==> src/logic/acr_pkg.sv <==
package acr_pkg;
  localparam logic [3:0] ADDR_CTRL0 = 4'h0;
  localparam logic [3:0] ADDR_CTRL1 = 4'h1;
  localparam logic [3:0] ADDR_CTRL2 = 4'h2;
  localparam logic [3:0] ADDR_PIN_EN = 4'h3;
  localparam logic [3:0] ADDR_INT_STAT = 4'h4;
  localparam logic [3:0] ADDR_INT_MASK = 4'h5;
  localparam logic [3:0] ADDR_STATUS = 4'h6;
  // Control register 0 fields
  localparam int CTRL0_START_BIT = 7;
  localparam int CTRL0_BUSY_BIT = 6;
  localparam int CTRL0_POWER_BIT = 5;
  localparam int CTRL0_CHAN_LSB = 0;
  // Control register 2 fields
  localparam int CTRL2_AMP_BIT = 7;
  localparam int CTRL2_BG_BIT = 6;
  localparam int CTRL2_EXTPIN_BIT = 5;
  localparam int CTRL2_REFOUT_BIT = 4;
  // Reset values
  localparam logic [7:0] RST_CTRL0 = 8'h00;
  localparam logic [7:0] RST_CTRL1 = 8'h00;
  localparam logic [7:0] RST_CTRL2 = 8'h00;
  localparam logic [7:0] RST_PIN_EN = 8'hFF;
  localparam logic [1:0] RST_INT = 2'h0;
  // Conversion timing in converter clocks
  localparam logic [4:0] SAMPLE_CLOCKS = 5'h04;
  localparam logic [4:0] TOTAL_CLOCKS = 5'h10;
  // Reference source codes
  localparam logic [3:0] REF_SUPPLY = 4'h0;
  localparam logic [3:0] REF_EXT_X1 = 4'h1;
  localparam logic [3:0] REF_EXT_X4 = 4'h4;
  localparam logic [3:0] REF_BG_X2 = 4'hA;
  localparam logic [3:0] REF_BG_X4 = 4'hC;
  // Reference routing to the analog core
  typedef enum logic [1:0] {
    ACR_REF_VDD = 2'b00,
    ACR_REF_EXT = 2'b01,
    ACR_REF_BG = 2'b10
  } acr_ref_t;
  typedef enum logic [1:0] {
    ACR_IDLE = 2'b00,
    ACR_ARMED = 2'b01,
    ACR_SAMPLE = 2'b10,
    ACR_CONVERT = 2'b11
  } acr_state_t;
endpackage : acr_pkg

==> src/logic/acr_clock_div.sv <==
`timescale 1ns/1ps
module acr_clock_div #(
  parameter int SEL_WIDTH = 3
) (
  // Clock and reset
  input wire logic i_clock,
  input wire logic i_srst,
  // Control
  input wire logic i_run,
  input wire logic [SEL_WIDTH-1:0] i_select,
  // Enable out
  output logic o_tick
);
  localparam int CNT_W = (1 << SEL_WIDTH) - 1;
  initial
  begin
    if (SEL_WIDTH < 1 || SEL_WIDTH > 4)
    begin
      $error("acr_clock_div: SEL_WIDTH out of range");
    end
  end
  logic [CNT_W-1:0] count_ff;
  logic [CNT_W-1:0] nxt_count;
  logic tick_ff;
  logic nxt_tick;
  logic [CNT_W-1:0] limit;
  always_comb
  begin
    limit = CNT_W'((1 << i_select) - 1);
    nxt_count = count_ff;
    nxt_tick = 1'b0;
    if (!i_run)
    begin
      nxt_count = '0;
    end
    else if (count_ff >= limit)
    begin
      // One tick every two-power-select system clocks
      nxt_count = '0;
      nxt_tick = 1'b1;
    end
    else
    begin
      nxt_count = count_ff + CNT_W'(1);
    end
  end
  always_ff @(posedge i_clock)
  begin
    if (i_srst)
    begin
      count_ff <= '0;
      tick_ff <= 1'b0;
    end
    else
    begin
      count_ff <= nxt_count;
      tick_ff <= nxt_tick;
    end
  end
  assign o_tick = tick_ff;
endmodule : acr_clock_div

==> src/logic/acr_top.sv <==
// Our own choices: strobed register access and the placing of the registers.
`timescale 1ns/1ps
module acr_top #(
  parameter int NUM_CHANNELS = 8
) (
  // Clock and reset
  input wire logic i_clock,
  input wire logic i_srst,
  // Register port
  input wire logic [3:0] i_addr,
  input wire logic [7:0] i_wdata,
  input wire logic i_wr,
  input wire logic i_rd,
  output logic [7:0] o_rdata,
  // Interrupt
  output logic o_irq,
  // Analog core
  output logic o_conv_power,
  output logic o_conv_clock_tick,
  output logic o_sample,
  output logic o_convert,
  output logic o_conv_done,
  output logic [2:0] o_channel,
  output logic [1:0] o_ref_source,
  output logic [2:0] o_ref_gain,
  output logic o_ref_amp_enable,
  output logic o_bandgap_enable,
  // Pin sharing
  input wire logic [NUM_CHANNELS-1:0] i_pullup_request,
  input wire logic [NUM_CHANNELS-1:0] i_port_dir_input,
  output logic [NUM_CHANNELS-1:0] o_analog_pin,
  output logic [NUM_CHANNELS-1:0] o_pullup_enable,
  output logic [NUM_CHANNELS-1:0] o_port_dir_input,
  output logic o_ext_ref_pin_analog,
  output logic o_ref_out_pin_analog,
  output logic o_ref_out_drive
);
  initial
  begin
    if (NUM_CHANNELS != 8)
    begin
      $error("acr_top: NUM_CHANNELS must be 8");
    end
  end
  // Register file
  logic start_ff, nxt_start;
  logic power_ff, nxt_power;
  logic [2:0] chan_ff, nxt_chan;
  logic [2:0] div_ff, nxt_div;
  logic [7:0] ctrl2_ff, nxt_ctrl2;
  logic [7:0] pin_en_ff, nxt_pin_en;
  logic [1:0] int_stat_ff, nxt_int_stat;
  logic [1:0] int_mask_ff, nxt_int_mask;
  logic [7:0] rdata_ff, nxt_rdata;
  logic irq_ff, nxt_irq;
  // Sequencer
  acr_pkg::acr_state_t state_ff, nxt_state;
  logic [4:0] clk_cnt_ff, nxt_clk_cnt;
  logic busy_ff, nxt_busy;
  logic done_ff, nxt_done;
  logic abort_ev;
  logic tick;
  logic tick_ff;
  // Analog outputs
  logic sample_ff, nxt_sample;
  logic convert_ff, nxt_convert;
  logic [1:0] ref_src_ff, nxt_ref_src;
  logic [2:0] ref_gain_ff, nxt_ref_gain;
  logic [NUM_CHANNELS-1:0] pin_ff, nxt_pin;
  logic [NUM_CHANNELS-1:0] pull_ff, nxt_pull;
  logic [NUM_CHANNELS-1:0] dir_ff, nxt_dir;
  logic [3:0] ref_sel;
  // Divider runs only while powered
  acr_clock_div #(
    .SEL_WIDTH(3)
  ) u_div (
    .i_clock(i_clock),
    .i_srst(i_srst),
    .i_run(power_ff),
    .i_select(div_ff),
    .o_tick(tick)
  );
  assign ref_sel = ctrl2_ff[3:0];
  always_comb
  begin
    nxt_start = start_ff;
    nxt_power = power_ff;
    nxt_chan = chan_ff;
    nxt_div = div_ff;
    nxt_ctrl2 = ctrl2_ff;
    nxt_pin_en = pin_en_ff;
    nxt_int_mask = int_mask_ff;
    nxt_int_stat = int_stat_ff;
    nxt_rdata = 8'h00;
    if (i_wr)
    begin
      if (i_addr == acr_pkg::ADDR_CTRL0)
      begin
        nxt_start = i_wdata[acr_pkg::CTRL0_START_BIT];
        nxt_power = i_wdata[acr_pkg::CTRL0_POWER_BIT];
        nxt_chan = i_wdata[acr_pkg::CTRL0_CHAN_LSB +: 3];
      end
      else if (i_addr == acr_pkg::ADDR_CTRL1)
      begin
        nxt_div = i_wdata[2:0];
      end
      else if (i_addr == acr_pkg::ADDR_CTRL2)
      begin
        nxt_ctrl2 = i_wdata;
      end
      else if (i_addr == acr_pkg::ADDR_PIN_EN)
      begin
        nxt_pin_en = i_wdata;
      end
      else if (i_addr == acr_pkg::ADDR_INT_STAT)
      begin
        nxt_int_stat = int_stat_ff & ~i_wdata[1:0];
      end
      else if (i_addr == acr_pkg::ADDR_INT_MASK)
      begin
        nxt_int_mask = i_wdata[1:0];
      end
    end
    // Hardware set wins over write-one clear; flag rises as busy drops
    if (nxt_done)
    begin
      nxt_int_stat[0] = 1'b1;
    end
    if (abort_ev)
    begin
      nxt_int_stat[1] = 1'b1;
    end
    if (i_rd)
    begin
      if (i_addr == acr_pkg::ADDR_CTRL0)
      begin
        nxt_rdata = {start_ff, busy_ff, power_ff, 2'b00, chan_ff};
      end
      else if (i_addr == acr_pkg::ADDR_CTRL1)
      begin
        nxt_rdata = {5'h00, div_ff};
      end
      else if (i_addr == acr_pkg::ADDR_CTRL2)
      begin
        nxt_rdata = ctrl2_ff;
      end
      else if (i_addr == acr_pkg::ADDR_PIN_EN)
      begin
        nxt_rdata = pin_en_ff;
      end
      else if (i_addr == acr_pkg::ADDR_INT_STAT)
      begin
        nxt_rdata = {6'h00, int_stat_ff};
      end
      else if (i_addr == acr_pkg::ADDR_INT_MASK)
      begin
        nxt_rdata = {6'h00, int_mask_ff};
      end
      else if (i_addr == acr_pkg::ADDR_STATUS)
      begin
        nxt_rdata = {4'h0, busy_ff, sample_ff, state_ff};
      end
      else
      begin
        nxt_rdata = 8'h00;
      end
    end
    nxt_irq = |(nxt_int_stat & nxt_int_mask);
  end
  always_comb
  begin
    nxt_state = state_ff;
    nxt_clk_cnt = clk_cnt_ff;
    nxt_busy = busy_ff;
    nxt_done = 1'b0;
    abort_ev = 1'b0;
    if (!power_ff)
    begin
      // No conversion without power
      nxt_state = acr_pkg::ACR_IDLE;
      nxt_busy = 1'b0;
      abort_ev = busy_ff;
    end
    else if (start_ff)
    begin
      // Start held high keeps converter in reset
      nxt_state = acr_pkg::ACR_ARMED;
      nxt_busy = 1'b0;
      nxt_clk_cnt = 5'h00;
      abort_ev = busy_ff;
    end
    else
    begin
      case (state_ff)
        acr_pkg::ACR_ARMED:
        begin
          // Falling edge after rising begins conversion
          nxt_state = acr_pkg::ACR_SAMPLE;
          nxt_busy = 1'b1;
          nxt_clk_cnt = 5'h00;
        end
        acr_pkg::ACR_SAMPLE:
        begin
          if (tick_ff)
          begin
            nxt_clk_cnt = clk_cnt_ff + 5'h01;
            if (clk_cnt_ff + 5'h01 == acr_pkg::SAMPLE_CLOCKS)
            begin
              nxt_state = acr_pkg::ACR_CONVERT;
            end
          end
        end
        acr_pkg::ACR_CONVERT:
        begin
          if (tick_ff)
          begin
            nxt_clk_cnt = clk_cnt_ff + 5'h01;
            if (clk_cnt_ff + 5'h01 == acr_pkg::TOTAL_CLOCKS)
            begin
              // Busy drops with interrupt request
              nxt_state = acr_pkg::ACR_IDLE;
              nxt_busy = 1'b0;
              nxt_done = 1'b1;
            end
          end
        end
        default:
        begin
          nxt_state = acr_pkg::ACR_IDLE;
        end
      endcase
    end
    nxt_sample = (nxt_state == acr_pkg::ACR_SAMPLE);
    nxt_convert = (nxt_state == acr_pkg::ACR_CONVERT);
  end
  always_comb
  begin
    nxt_ref_src = acr_pkg::ACR_REF_VDD;
    nxt_ref_gain = 3'h1;
    // Codes 5-9 and D-F fall back to supply; 2, 3 and B take in-between gains
    if (ref_sel >= acr_pkg::REF_EXT_X1 && ref_sel <= acr_pkg::REF_EXT_X4)
    begin
      nxt_ref_src = acr_pkg::ACR_REF_EXT;
      nxt_ref_gain = ref_sel[2:0];
    end
    else if (ref_sel >= acr_pkg::REF_BG_X2 && ref_sel <= acr_pkg::REF_BG_X4)
    begin
      nxt_ref_src = acr_pkg::ACR_REF_BG;
      nxt_ref_gain = 3'(ref_sel - 4'h8);
    end
    // Bandgap enabled beside external: bandgap only
    if (nxt_ref_src == acr_pkg::ACR_REF_EXT && ctrl2_ff[acr_pkg::CTRL2_BG_BIT])
    begin
      nxt_ref_src = acr_pkg::ACR_REF_BG;
    end
  end
  // Per-pin sharing
  genvar g;
  generate
    for (g = 0; g < NUM_CHANNELS; g++)
    begin : g_pin
      always_comb
      begin
        nxt_pin[g] = pin_en_ff[g];
        nxt_pull[g] = i_pullup_request[g] & ~pin_en_ff[g];
        nxt_dir[g] = i_port_dir_input[g] | pin_en_ff[g];
      end
    end
  endgenerate
  always_ff @(posedge i_clock)
  begin
    if (i_srst)
    begin
      start_ff <= acr_pkg::RST_CTRL0[acr_pkg::CTRL0_START_BIT];
      power_ff <= acr_pkg::RST_CTRL0[acr_pkg::CTRL0_POWER_BIT];
      chan_ff <= acr_pkg::RST_CTRL0[2:0];
      div_ff <= acr_pkg::RST_CTRL1[2:0];
      ctrl2_ff <= acr_pkg::RST_CTRL2;
      pin_en_ff <= acr_pkg::RST_PIN_EN;
      int_stat_ff <= acr_pkg::RST_INT;
      int_mask_ff <= acr_pkg::RST_INT;
      rdata_ff <= 8'h00;
      irq_ff <= 1'b0;
      state_ff <= acr_pkg::ACR_IDLE;
      clk_cnt_ff <= 5'h00;
      busy_ff <= 1'b0;
      done_ff <= 1'b0;
      sample_ff <= 1'b0;
      convert_ff <= 1'b0;
      ref_src_ff <= acr_pkg::ACR_REF_VDD;
      ref_gain_ff <= 3'h1;
      pin_ff <= acr_pkg::RST_PIN_EN;
      pull_ff <= '0;
      dir_ff <= '1;
    end
    else
    begin
      start_ff <= nxt_start;
      power_ff <= nxt_power;
      chan_ff <= nxt_chan;
      div_ff <= nxt_div;
      ctrl2_ff <= nxt_ctrl2;
      pin_en_ff <= nxt_pin_en;
      int_stat_ff <= nxt_int_stat;
      int_mask_ff <= nxt_int_mask;
      rdata_ff <= nxt_rdata;
      irq_ff <= nxt_irq;
      state_ff <= nxt_state;
      clk_cnt_ff <= nxt_clk_cnt;
      busy_ff <= nxt_busy;
      done_ff <= nxt_done;
      sample_ff <= nxt_sample;
      convert_ff <= nxt_convert;
      ref_src_ff <= nxt_ref_src;
      ref_gain_ff <= nxt_ref_gain;
      pin_ff <= nxt_pin;
      pull_ff <= nxt_pull;
      dir_ff <= nxt_dir;
    end
  end
  // Register outputs
  logic [2:0] chan_out_ff;
  logic amp_ff, bg_ff, extpin_ff, refout_ff, refdrv_ff;
  always_ff @(posedge i_clock)
  begin
    if (i_srst)
    begin
      tick_ff <= 1'b0;
      chan_out_ff <= 3'h0;
      amp_ff <= 1'b0;
      bg_ff <= 1'b0;
      extpin_ff <= 1'b0;
      refout_ff <= 1'b0;
      refdrv_ff <= 1'b0;
    end
    else
    begin
      // Gated by next phase so a pulse and the phase it counts in share a cycle
      tick_ff <= tick & (nxt_state == acr_pkg::ACR_SAMPLE || nxt_state == acr_pkg::ACR_CONVERT);
      chan_out_ff <= chan_ff;
      amp_ff <= ctrl2_ff[acr_pkg::CTRL2_AMP_BIT];
      bg_ff <= ctrl2_ff[acr_pkg::CTRL2_BG_BIT];
      extpin_ff <= ctrl2_ff[acr_pkg::CTRL2_EXTPIN_BIT];
      refout_ff <= ctrl2_ff[acr_pkg::CTRL2_REFOUT_BIT];
      // Selected reference goes out when pin function enabled and converter powered
      refdrv_ff <= ctrl2_ff[acr_pkg::CTRL2_REFOUT_BIT] & power_ff;
    end
  end
  assign o_rdata = rdata_ff;
  assign o_irq = irq_ff;
  assign o_conv_power = power_ff;
  assign o_conv_clock_tick = tick_ff;
  assign o_sample = sample_ff;
  assign o_convert = convert_ff;
  assign o_conv_done = done_ff;
  assign o_channel = chan_out_ff;
  assign o_ref_source = ref_src_ff;
  assign o_ref_gain = ref_gain_ff;
  assign o_ref_amp_enable = amp_ff;
  assign o_bandgap_enable = bg_ff;
  assign o_analog_pin = pin_ff;
  assign o_pullup_enable = pull_ff;
  assign o_port_dir_input = dir_ff;
  assign o_ext_ref_pin_analog = extpin_ff;
  assign o_ref_out_pin_analog = refout_ff;
  assign o_ref_out_drive = refdrv_ff;
endmodule : acr_top

==> config.mk <==
export PLATFORM = sky130hd
export DESIGN_NAME = acr_top
export DESIGN_NICKNAME = d
export VERILOG_FILES = /design/src/logic/acr_pkg.sv /design/src/logic/acr_clock_div.sv /design/src/logic/acr_top.sv
export SDC_FILE = /design/constraint.sdc
export NUM_CORES = 1
export LEC_CHECK = 0
export BUFFER_PORTS_ARGS = -buffer_cell sky130_fd_sc_hd__buf_4
export CORE_MARGIN = 4
export CORE_UTILIZATION = 40
export CTS_BUF_LIST = sky130_fd_sc_hd__clkbuf_4 sky130_fd_sc_hd__clkbuf_8 sky130_fd_sc_hd__clkbuf_16
export CTS_CLUSTER_DIAMETER = 30
export DETAILED_ROUTE_END_ITERATION = 10
export PLACE_DENSITY = 0.64
export SLEW_MARGIN = 10
export SYNTH_ARGS = -nofsm -noshare
export SYNTH_HDL_FRONTEND = slang
export SYNTH_HIERARCHICAL = 1
export SYNTH_SLANG_ARGS = --single-unit
==> constraint.sdc <==
create_clock -name i_clock -period 1.7 [get_ports i_clock]
set_input_delay 0.17 -clock i_clock [delete_from_list [all_inputs] [get_ports i_clock]]
set_output_delay 0.17 -clock i_clock [all_outputs]
set_load 0.01 [all_outputs]
== After elaboration in Yosys (flattened, before gate mapping) ==
Cells that the tools add are included.

* Magnitude comparators: 5
* $add $sub $neg: 4
* Eq/ne operators: 17
* Shift-type cells: 1
* Reductions and logical operators: 21
* Bitwise gates (word level): 34
* Muxes and demuxes: 48

{| class="wikitable"
|+ Operators by type and width
! kind !! number
|-
| $mux 2 || 22
|-
| $mux 8 || 4
|-
| $not 1->1 || 13
|-
| $eq 4x3->1 const B || 3
|-
| $mux 1 || 12
|-
| $mux 4 || 3
|-
| $and 1x1->1 || 10
|-
| $mux 5 || 2
|-
| $pmux 5 s2 || 1
|-
| $reduce_or 2->1 || 5
|-
| $reduce_and 3->1 || 3
|-
| $eq 2x2->1 const B || 4
|-
| $eq 4x2->1 const B || 2
|-
| $or 1x1->1 || 8
|-
| $add 7x1->7 const B || 1
|-
| $ge 7x7->1 || 1
|-
| $shl 1x3->7 const A || 1
|-
| $sub 7x2->7 const B || 1
|-
| $mux 3 || 2
|-
| $pmux 2 s3 || 1
|-
| $reduce_or 3->1 || 2
|-
| $add 5x1->5 const B || 1
|-
| $eq 5x3->1 const B || 1
|-
| $eq 5x5->1 const B || 1
|-
| other kinds (21) || 26
|}

* Word-level logic and storage cells: 162
* Output and inout bits: 51
* Input port bits: 32
* Register bits after elaboration: 94

== Depth between registers and ports, before layout ==
Gate-level depths: netlist of run 1.

* Depth after elaboration: 11
* Depth in mapped cells: 7
* Depth with buffers taken out: 7

== By module ==
Netlist of run 1, hierarchy kept.

{| class="wikitable"
|+ By module, submodules not included
! module !! cells an instance !! seq. area each (um^2) !! instances !! area each (um^2)
|-
| acr_top || 330 || 1721.7 || 1 || 3223.1
|-
| acr_clock_div || 53 || 160.2 || 1 || 496.7
|}

== Least setup slack after synthesis of run 1 ==
Ideal clock, no wire load.

* Path kind: register to register
* Start point: register div_ff[1]
* End point: register u_div.tick_ff, in the netlist u_div/o_tick
* Clock period less this slack: 1.754 ns
* Path buffers: 0
* Arrival: 1.629 ns
* Slack: -0.054 ns
* Setup time: 0.125 ns
* Data required time: 1.575 ns
* Cell stages (with the launch flop): 7
* Cell sequence: dfxtp_1 > or3_1 > ha_1 > nand2b_1 > a211oi_2 > o31ai_4 > nor2b_1

* Word-level cells in the longest chain between the ends: 4

{| class="wikitable"
|+ Ends and longest elaborated chain
! element !! RTL line !! source
|-
| start, declared || acr_top.sv:49 || <nowiki>logic [2:0] div_ff, nxt_div;</nowiki>
|-
| start signal, assigned || acr_top.sv:277 || <nowiki>div_ff <= acr_pkg::RST_CTRL1[2:0];</nowiki>
|-
| start signal, assigned || acr_top.sv:301 || <nowiki>div_ff <= nxt_div;</nowiki>
|-
| $shl 1x3->7 || acr_clock_div.sv:29 || <nowiki>limit = CNT_W'((1 << i_select) - 1);</nowiki>
|-
| $sub 7x2->7 || acr_clock_div.sv:29 ||
|-
| $ge 7x7->1 || acr_clock_div.sv:36 || <nowiki>else if (count_ff >= limit)</nowiki>
|-
| $mux 1 || acr_clock_div.sv:36 ||
|-
| end signal, assigned || acr_clock_div.sv:57 || <nowiki>tick_ff <= nxt_tick;</nowiki>
|-
| end, declared || acr_clock_div.sv:24 || <nowiki>logic tick_ff;</nowiki>
|}

No other way between the ends.
A chain may end at the register's enable or synchronous reset.

== Final worst setup path of run 1 ==
Same ends and word-level chain as after synthesis.

==> metrics.txt, run 1 <==
outcome finished with violations; violated checks negative setup slack; Clock Latency Late Sink 0.36 ns; maxcap violations 0; DRT Pass-1 Iters 4; total CTS buffers 9; Via Count 3030; CP endpoint kind register; initial DRC count 107; type of the worst min-delay path in2reg; antenna violations before repair 0; Total GRT Usage 15.9%; commonest cells after routing, fill and taps aside buf_4, dfxtp_1, nand2_1; Synth Instances 383; gr ovfl total 0; Port Buffers 82; clk slew on worst S/H paths 0.09 ns; setup slack after layout -0.104 ns; Clock Skew 0.00553 ns; count of final setup violators 8; Area growth syn-to-layout 31.2%; Ant. Diodes 0; Starting Density 41.8%; Async S/R FF share, synth 0%; r2r startpoint div_ff[1]; Top FF cell, synth dfxtp_1; Max Freq 554 MHz; H-Tree Depth 3; Avg WL per Cell 14.9 um; Post-DRT Antenna Nets 0; Clock Tree Root clkbuf_8; setup total negative slack -0.611 ns; Worst R2R End u_div/o_tick; layout cell share with drive strength beyond 1 30.8%; reg2reg path depth 7; Required @ worst endpoint 1.95 ns; die width 104 um; final instance area 0.00488 sq mm; min cycle time layout 1.80 ns; unrepaired setup endpoints after global routing yes; Crit Path Category reg2reg; clock sink count 94; worst path arrival time 2.05 ns; Final #Nets 521; Post-Syn Area 0.00372 sq mm; global-route wire length before repair 14200 um; Yosys cell types 55; post-synthesis register bit count 94; P_leak 2.01 nW; drc violations 0; final-report hold violation count 0; dpl cell area 0.00451 sq mm; worst hold path endpoint o_pullup_enable[3]; Critical Path Fanout Max 5; Die Y 104 um; Seq/Total Area, Yosys 50.6%; Placement Rows 34; commonest non-fill, non-tap cell in the layout buf_4; slowest stage delay, CP 0.40 ns; Pwr Density 846 mW/mm^2; CP startpoint kind register; largest net degree at the start of global routing 67; Post-DP HPWL 6170 um; Avg Cell Area, Syn 9.71 sq um; worst reg-to-reg setup slack -0.10 ns; Top Ports 83; Pins Over Slew Limit 0; vias in the first global route 2929; yosys warns 6; max_slew headroom 68.2%; Clock Path Buffers 2; gpl congestion 0.790; syn nets 425; CTS tree built; die area 0.0109 sq mm; Worst-Margin Slew 0.473 ns; Post-synth EDFFs 0; ratio of final minimum period to clock period 106%; VDD IR max 0.000481 V; CP max stage cell or3_4; Via density 5.13; Core Region 0.00889 sq mm; crit path cell chain or3_4 -> ha_4 -> nand2b_4 -> a211oi_4 -> o31ai_4 -> buf_6 -> nor2b_1; Routed WL 8810 um; hold path start i_pullup_request[3]; worst hold stages 3
==> cell usage after synthesis (3+ instances only) <==
library cell	number	share of area [%]
a211o_1	9	2.1
a21oi_1	25	3.4
a22o_1	3	0.71
a22oi_1	3	0.61
and2_1	3	0.50
and3_1	3	0.50
buf_1	3	0.30
buf_2	6	0.81
clkbuf_1	9	0.91
dfxtp_1	94	51
ha_1	10	3.4
inv_1	13	1.3
mux2_2	3	0.91
mux2i_1	7	1.9
nand2_1	28	2.8
nand2b_1	4	0.67
nand3_1	24	3.2
nand3b_1	3	0.61
nor2_1	25	2.5
nor2b_1	24	4.0
nor3_1	11	1.5
nor3b_1	4	0.81
o211a_1	3	0.81
o21ai_0	7	0.94
or2_2	8	1.3
or3_1	13	2.2
xor2_1	5	1.2
==> worst max-delay path, delay by kind of cell (launching register included) <==
family | cells | cell delay, ns
and+or+nand+nor | 3 | 0.66
DFF | 1 | 0.34
buffers and inverters | 1 | 0.14
AOI/OAI and AO/OA | 2 | 0.34
adders and majority gates | 1 | 0.22
==> kinds of logic (layout without fill, tap and decap cells) <==
logic type	Yosys count	after routing	share of synthesized area, %
AOI/OAI and AO/OA	65	65	12.6
buffers and inverters	34	134	3.83
adders and majority gates	10	10	3.36
muxes	13	13	4.61
xor gates and xnor gates	7	7	1.65
and+or+nand+nor	160	160	23.3
DFF	94	94	50.6
==> sequential cells by signal, indices dropped and copies added (netlist names), 2 cells and up <==
name and flops:
ctrl2_ff 8, nxt_pin 8, o_analog_pin 8, o_port_dir_input 8, o_pullup_enable 8, o_rdata 8
u_div/count_ff 7, clk_cnt_ff 5, chan_ff 3, div_ff 3, o_channel 3, o_ref_gain 3
int_mask_ff 2, int_stat_ff 2, o_ref_source 2, state_ff 2
==> what timing repair did <==
| item | in CTS | in global routing |
|---|---|---|
| resized for setup | 3 | 10 |
| setup buffers | 0 | 3 |
| endpoints found under the hold margin | 8 | 0 |
| pin swaps | 6 | 6 |
| endpoints found under the setup margin | 10 | 12 |
| hold buffers | 8 | 0 |
==> metal layers <==
metal	vias to the layer above	share of wire, %	track usage, %
met2	95	47	26.3
met1	1390	44	19.3
met3	22	6.3	5.21
met5	-	0	0
li1	1523	-	-
met4	0	2.9	5.79
==> power by group <==
part           switching, mW  total, mW  internal [mW]
sequential            0.0141       2.23           2.22
combinational          0.130      0.268          0.137
clock                  0.795       1.63          0.835
==> area by class of cell <==
type	instances	area [sq um]
Timing Repair Buffer	105	828
Tap cell	108	135
Clock inverter	6	95.1
Sequential cell	94	1890
Fill cell	810	4010
Multi-Input combinational cell	255	1760
Clock buffer	9	124
Inverter	14	52.6
==> through the flow <==
stage                     total power [mW]  setup slack, ns  util (%)  cells  hold slack (ns)
final                                 4.13           -0.104      54.9    591           0.0122
after global routing                  4.27           -0.136      54.9    591          0.00764
after CTS                             4.18          -0.0505      54.3    588        0.0000979
after detailed placement              2.53           -0.119      50.7    565            0.358
after global placement                2.53          -0.0937      50.7    565            0.354
after floorplan                       2.40         -0.00644         -    383            0.254
==> worst max-delay path by stage <==
stage              start           end  slack, ns  cells past startpoint
4_1_cts        div_ff[1]  u_div/o_tick      -0.05                      6
2_1_floorplan  div_ff[1]  u_div/o_tick     -0.006                      6
5_1_grt        div_ff[1]  u_div/o_tick      -0.14                      7
3_5_place_dp   div_ff[1]  u_div/o_tick      -0.12                      6
3_3_place_gp   div_ff[1]  u_div/o_tick      -0.09                      6
6_report       div_ff[1]  u_div/o_tick      -0.10                      7
(Power assumes the default switching activity.)
==> inputs of run 2 (changes only) <==
- PLACE_DENSITY: 0.64 -> unset
==> run 2 against run 1 <==
Effect of this change: combinational power barely moved; critical path depth did not move; largest cell class unchanged; clock-buffer cell count is 1 higher; register-to-register slack about the same; non-clock buffer count shrank 1; sequential power about the same; the run still ends with negative setup slack left; worst setup slack barely moved; sequential share of layout area decreased by 0.079 points; die area unchanged; maximum frequency about the same.
==> metrics.txt, run 2 (synthesis results as in run 1) <==
outcome finished with violations (unchanged); violated checks negative setup slack (unchanged); Core Region 0.00889 sq mm (unchanged); worst path arrival time 2.04 ns (was 2.05 ns); clk slew on worst S/H paths 0.09 ns (about the same); initial DRC count 95 (was 107); Final #Nets 520 (was 521); worst hold margin 0.0232 ns (was 0.0122 ns); min cycle time layout 1.80 ns (about the same); CP startpoint kind register (unchanged); maxcap violations 0 (unchanged); Gate power share 6.4% (was 6.5%); Clock Path Buffers 2 (unchanged); Placement Rows 34 (unchanged); gpl congestion 0.804 (was 0.790); CTS tree built (unchanged); Reg power frac 53.9% (was 54.1%); Register Area 0.00189 sq mm (unchanged); Post-DRT Antenna Nets 0 (unchanged); global-route wire length before repair 14300 um (was 14200 um); Top Ports 83 (unchanged); Clock Power Share 39.6% (was 39.5%); r2r startpoint div_ff[2] (was div_ff[1]); Worst-Margin Slew 0.469 ns (was 0.473 ns); hold path start i_pullup_request[3] (unchanged); layout cell share with drive strength beyond 1 31.3% (was 30.8%); setup slack after layout -0.104 ns (about the same); met1 usage 20.3% (was 19.3%); Sw Pwr 0.927 mW (was 0.940 mW); Ant. Diodes 0 (unchanged); Total Power 4.14 mW (was 4.13 mW); Routed WL 8630 um (was 8810 um); die width 104 um (unchanged); Die Y 104 um (unchanged); commonest cells after routing, fill and taps aside buf_4, dfxtp_1, nand2_1 (unchanged); antenna violations before repair 0 (unchanged); Critical Path Fanout Max 3 (was 5); CP endpoint kind register (unchanged); Placement Setup Slack -0.0905 ns (was -0.119 ns); largest net degree at the start of global routing 67 (unchanged); M2 GR Usage 26.4% (was 26.3%); Required @ worst endpoint 1.93 ns (was 1.95 ns); sw frac 22.4% (was 22.7%); fill count 815 (was 810); Int Power 3.21 mW (was 3.19 mW); ratio of final minimum period to clock period 106% (about the same); Clock Tree Root clkbuf_8 (unchanged); max_slew headroom 68.5% (was 68.2%); count of final setup violators 8 (unchanged); Pins Over Slew Limit 0 (unchanged); Max Freq 554 MHz (about the same); dpl cell area 0.00451 sq mm (unchanged); Clock Skew 0.00869 ns (was 0.00553 ns); Starting Density 41.8% (unchanged); Clock Latency Late Sink 0.35 ns (was 0.36 ns); Total GRT Usage 15.9% (about the same); busiest grt layer met2 (unchanged); commonest non-fill, non-tap cell in the layout buf_4 (unchanged); drc violations 0 (unchanged); area of the multi-input gates 0.00177 sq mm (was 0.00176 sq mm); unrepaired setup endpoints after global routing yes (unchanged); gr ovfl total 0 (unchanged); final instance area 0.00489 sq mm (was 0.00488 sq mm); met3 usage 3.41% (was 5.21%); Via density 5.03 (was 5.13); total CTS buffers 9 (unchanged); Avg WL per Cell 14.6 um (was 14.9 um); Pwr Density 847 mW/mm^2 (was 846 mW/mm^2); VDD IR max 0.000404 V (was 0.000481 V); Post-DP HPWL 6210 um (was 6170 um); clock sink count 94 (unchanged); final-report hold violation count 0 (unchanged); DRT Pass-1 Iters 4 (unchanged); Via Count 2974 (was 3030); Area growth syn-to-layout 31.5% (was 31.2%); Crit Path Category reg2reg (unchanged); P_leak 2.01 nW (about the same); type of the worst min-delay path in2reg (unchanged); die area 0.0109 sq mm (unchanged); vias in the first global route 3003 (was 2929); H-Tree Depth 3 (unchanged); Port Buffers 82 (unchanged); CP Launch Point div_ff[2] (was div_ff[1])
run 2: cell type report:
class | count | area share [%]
Sequential cell | 94 | 38.6
Multi-Input combinational cell | 255 | 36.2
Timing Repair Buffer | 104 | 16.8
Tap cell | 108 | 2.76
Clock buffer | 10 | 2.69
Clock inverter | 6 | 1.92
Inverter | 14 | 1.07
run 2: power groups by stage:
stage	clock [mW]	sequential, mW	combinational (mW)
floorplan	0	2.29	0.118
global placement	0	2.28	0.244
detailed placement	0	2.28	0.245
CTS	1.69	2.23	0.261
global route	1.79	2.24	0.292
finish	1.64	2.23	0.267
run 2: worst max-delay path: stages, from the launching register on:
cell and delay [ns]:
dfxtp_2 0.33, or3_4 0.39, ha_4 0.21, nand2b_4 0.14
a211oi_4 0.26, o31ai_4 0.11, buf_6 0.13, nor2b_1 0.11
run 2: final timing paths:
path	end	slack, ns	depth (start not counted)
worst min register to register	o_conv_clock_tick	0.44	1
worst min-delay path	o_pullup_enable[3]	0.02	3
worst max register to register	u_div/o_tick	-0.10	7
worst max-delay path	u_div/o_tick	-0.10	7
run 2: what timing repair did:
item                                    in CTS  in global routing
cloned                                       0                  0
endpoints found under the hold margin        8                  0
endpoints found under the setup margin      10                 13
gates resized for setup                      3                 13
buffers inserted                             0                  3
hold buffers                                 8                  0
pin swaps                                    7                  8
run 2: layer usage:
layer | wire length [um] | up-vias
li1 | - | 1513
met1 | 3920 | 1376
met2 | 4190 | 75
met3 | 409 | 10
met4 | 110 | 0
met5 | 0 | -
run 2: metrics by stage:
stage	cells	TNS (ns)	util (%)
6_report	591	-0.592	55.0
5_1_grt	591	-1.15	55.0
4_1_cts	589	-0.270	54.2
3_5_place_dp	565	-0.616	50.7
3_3_place_gp	565	-0.380	50.7
2_1_floorplan	383	-0.00644	-
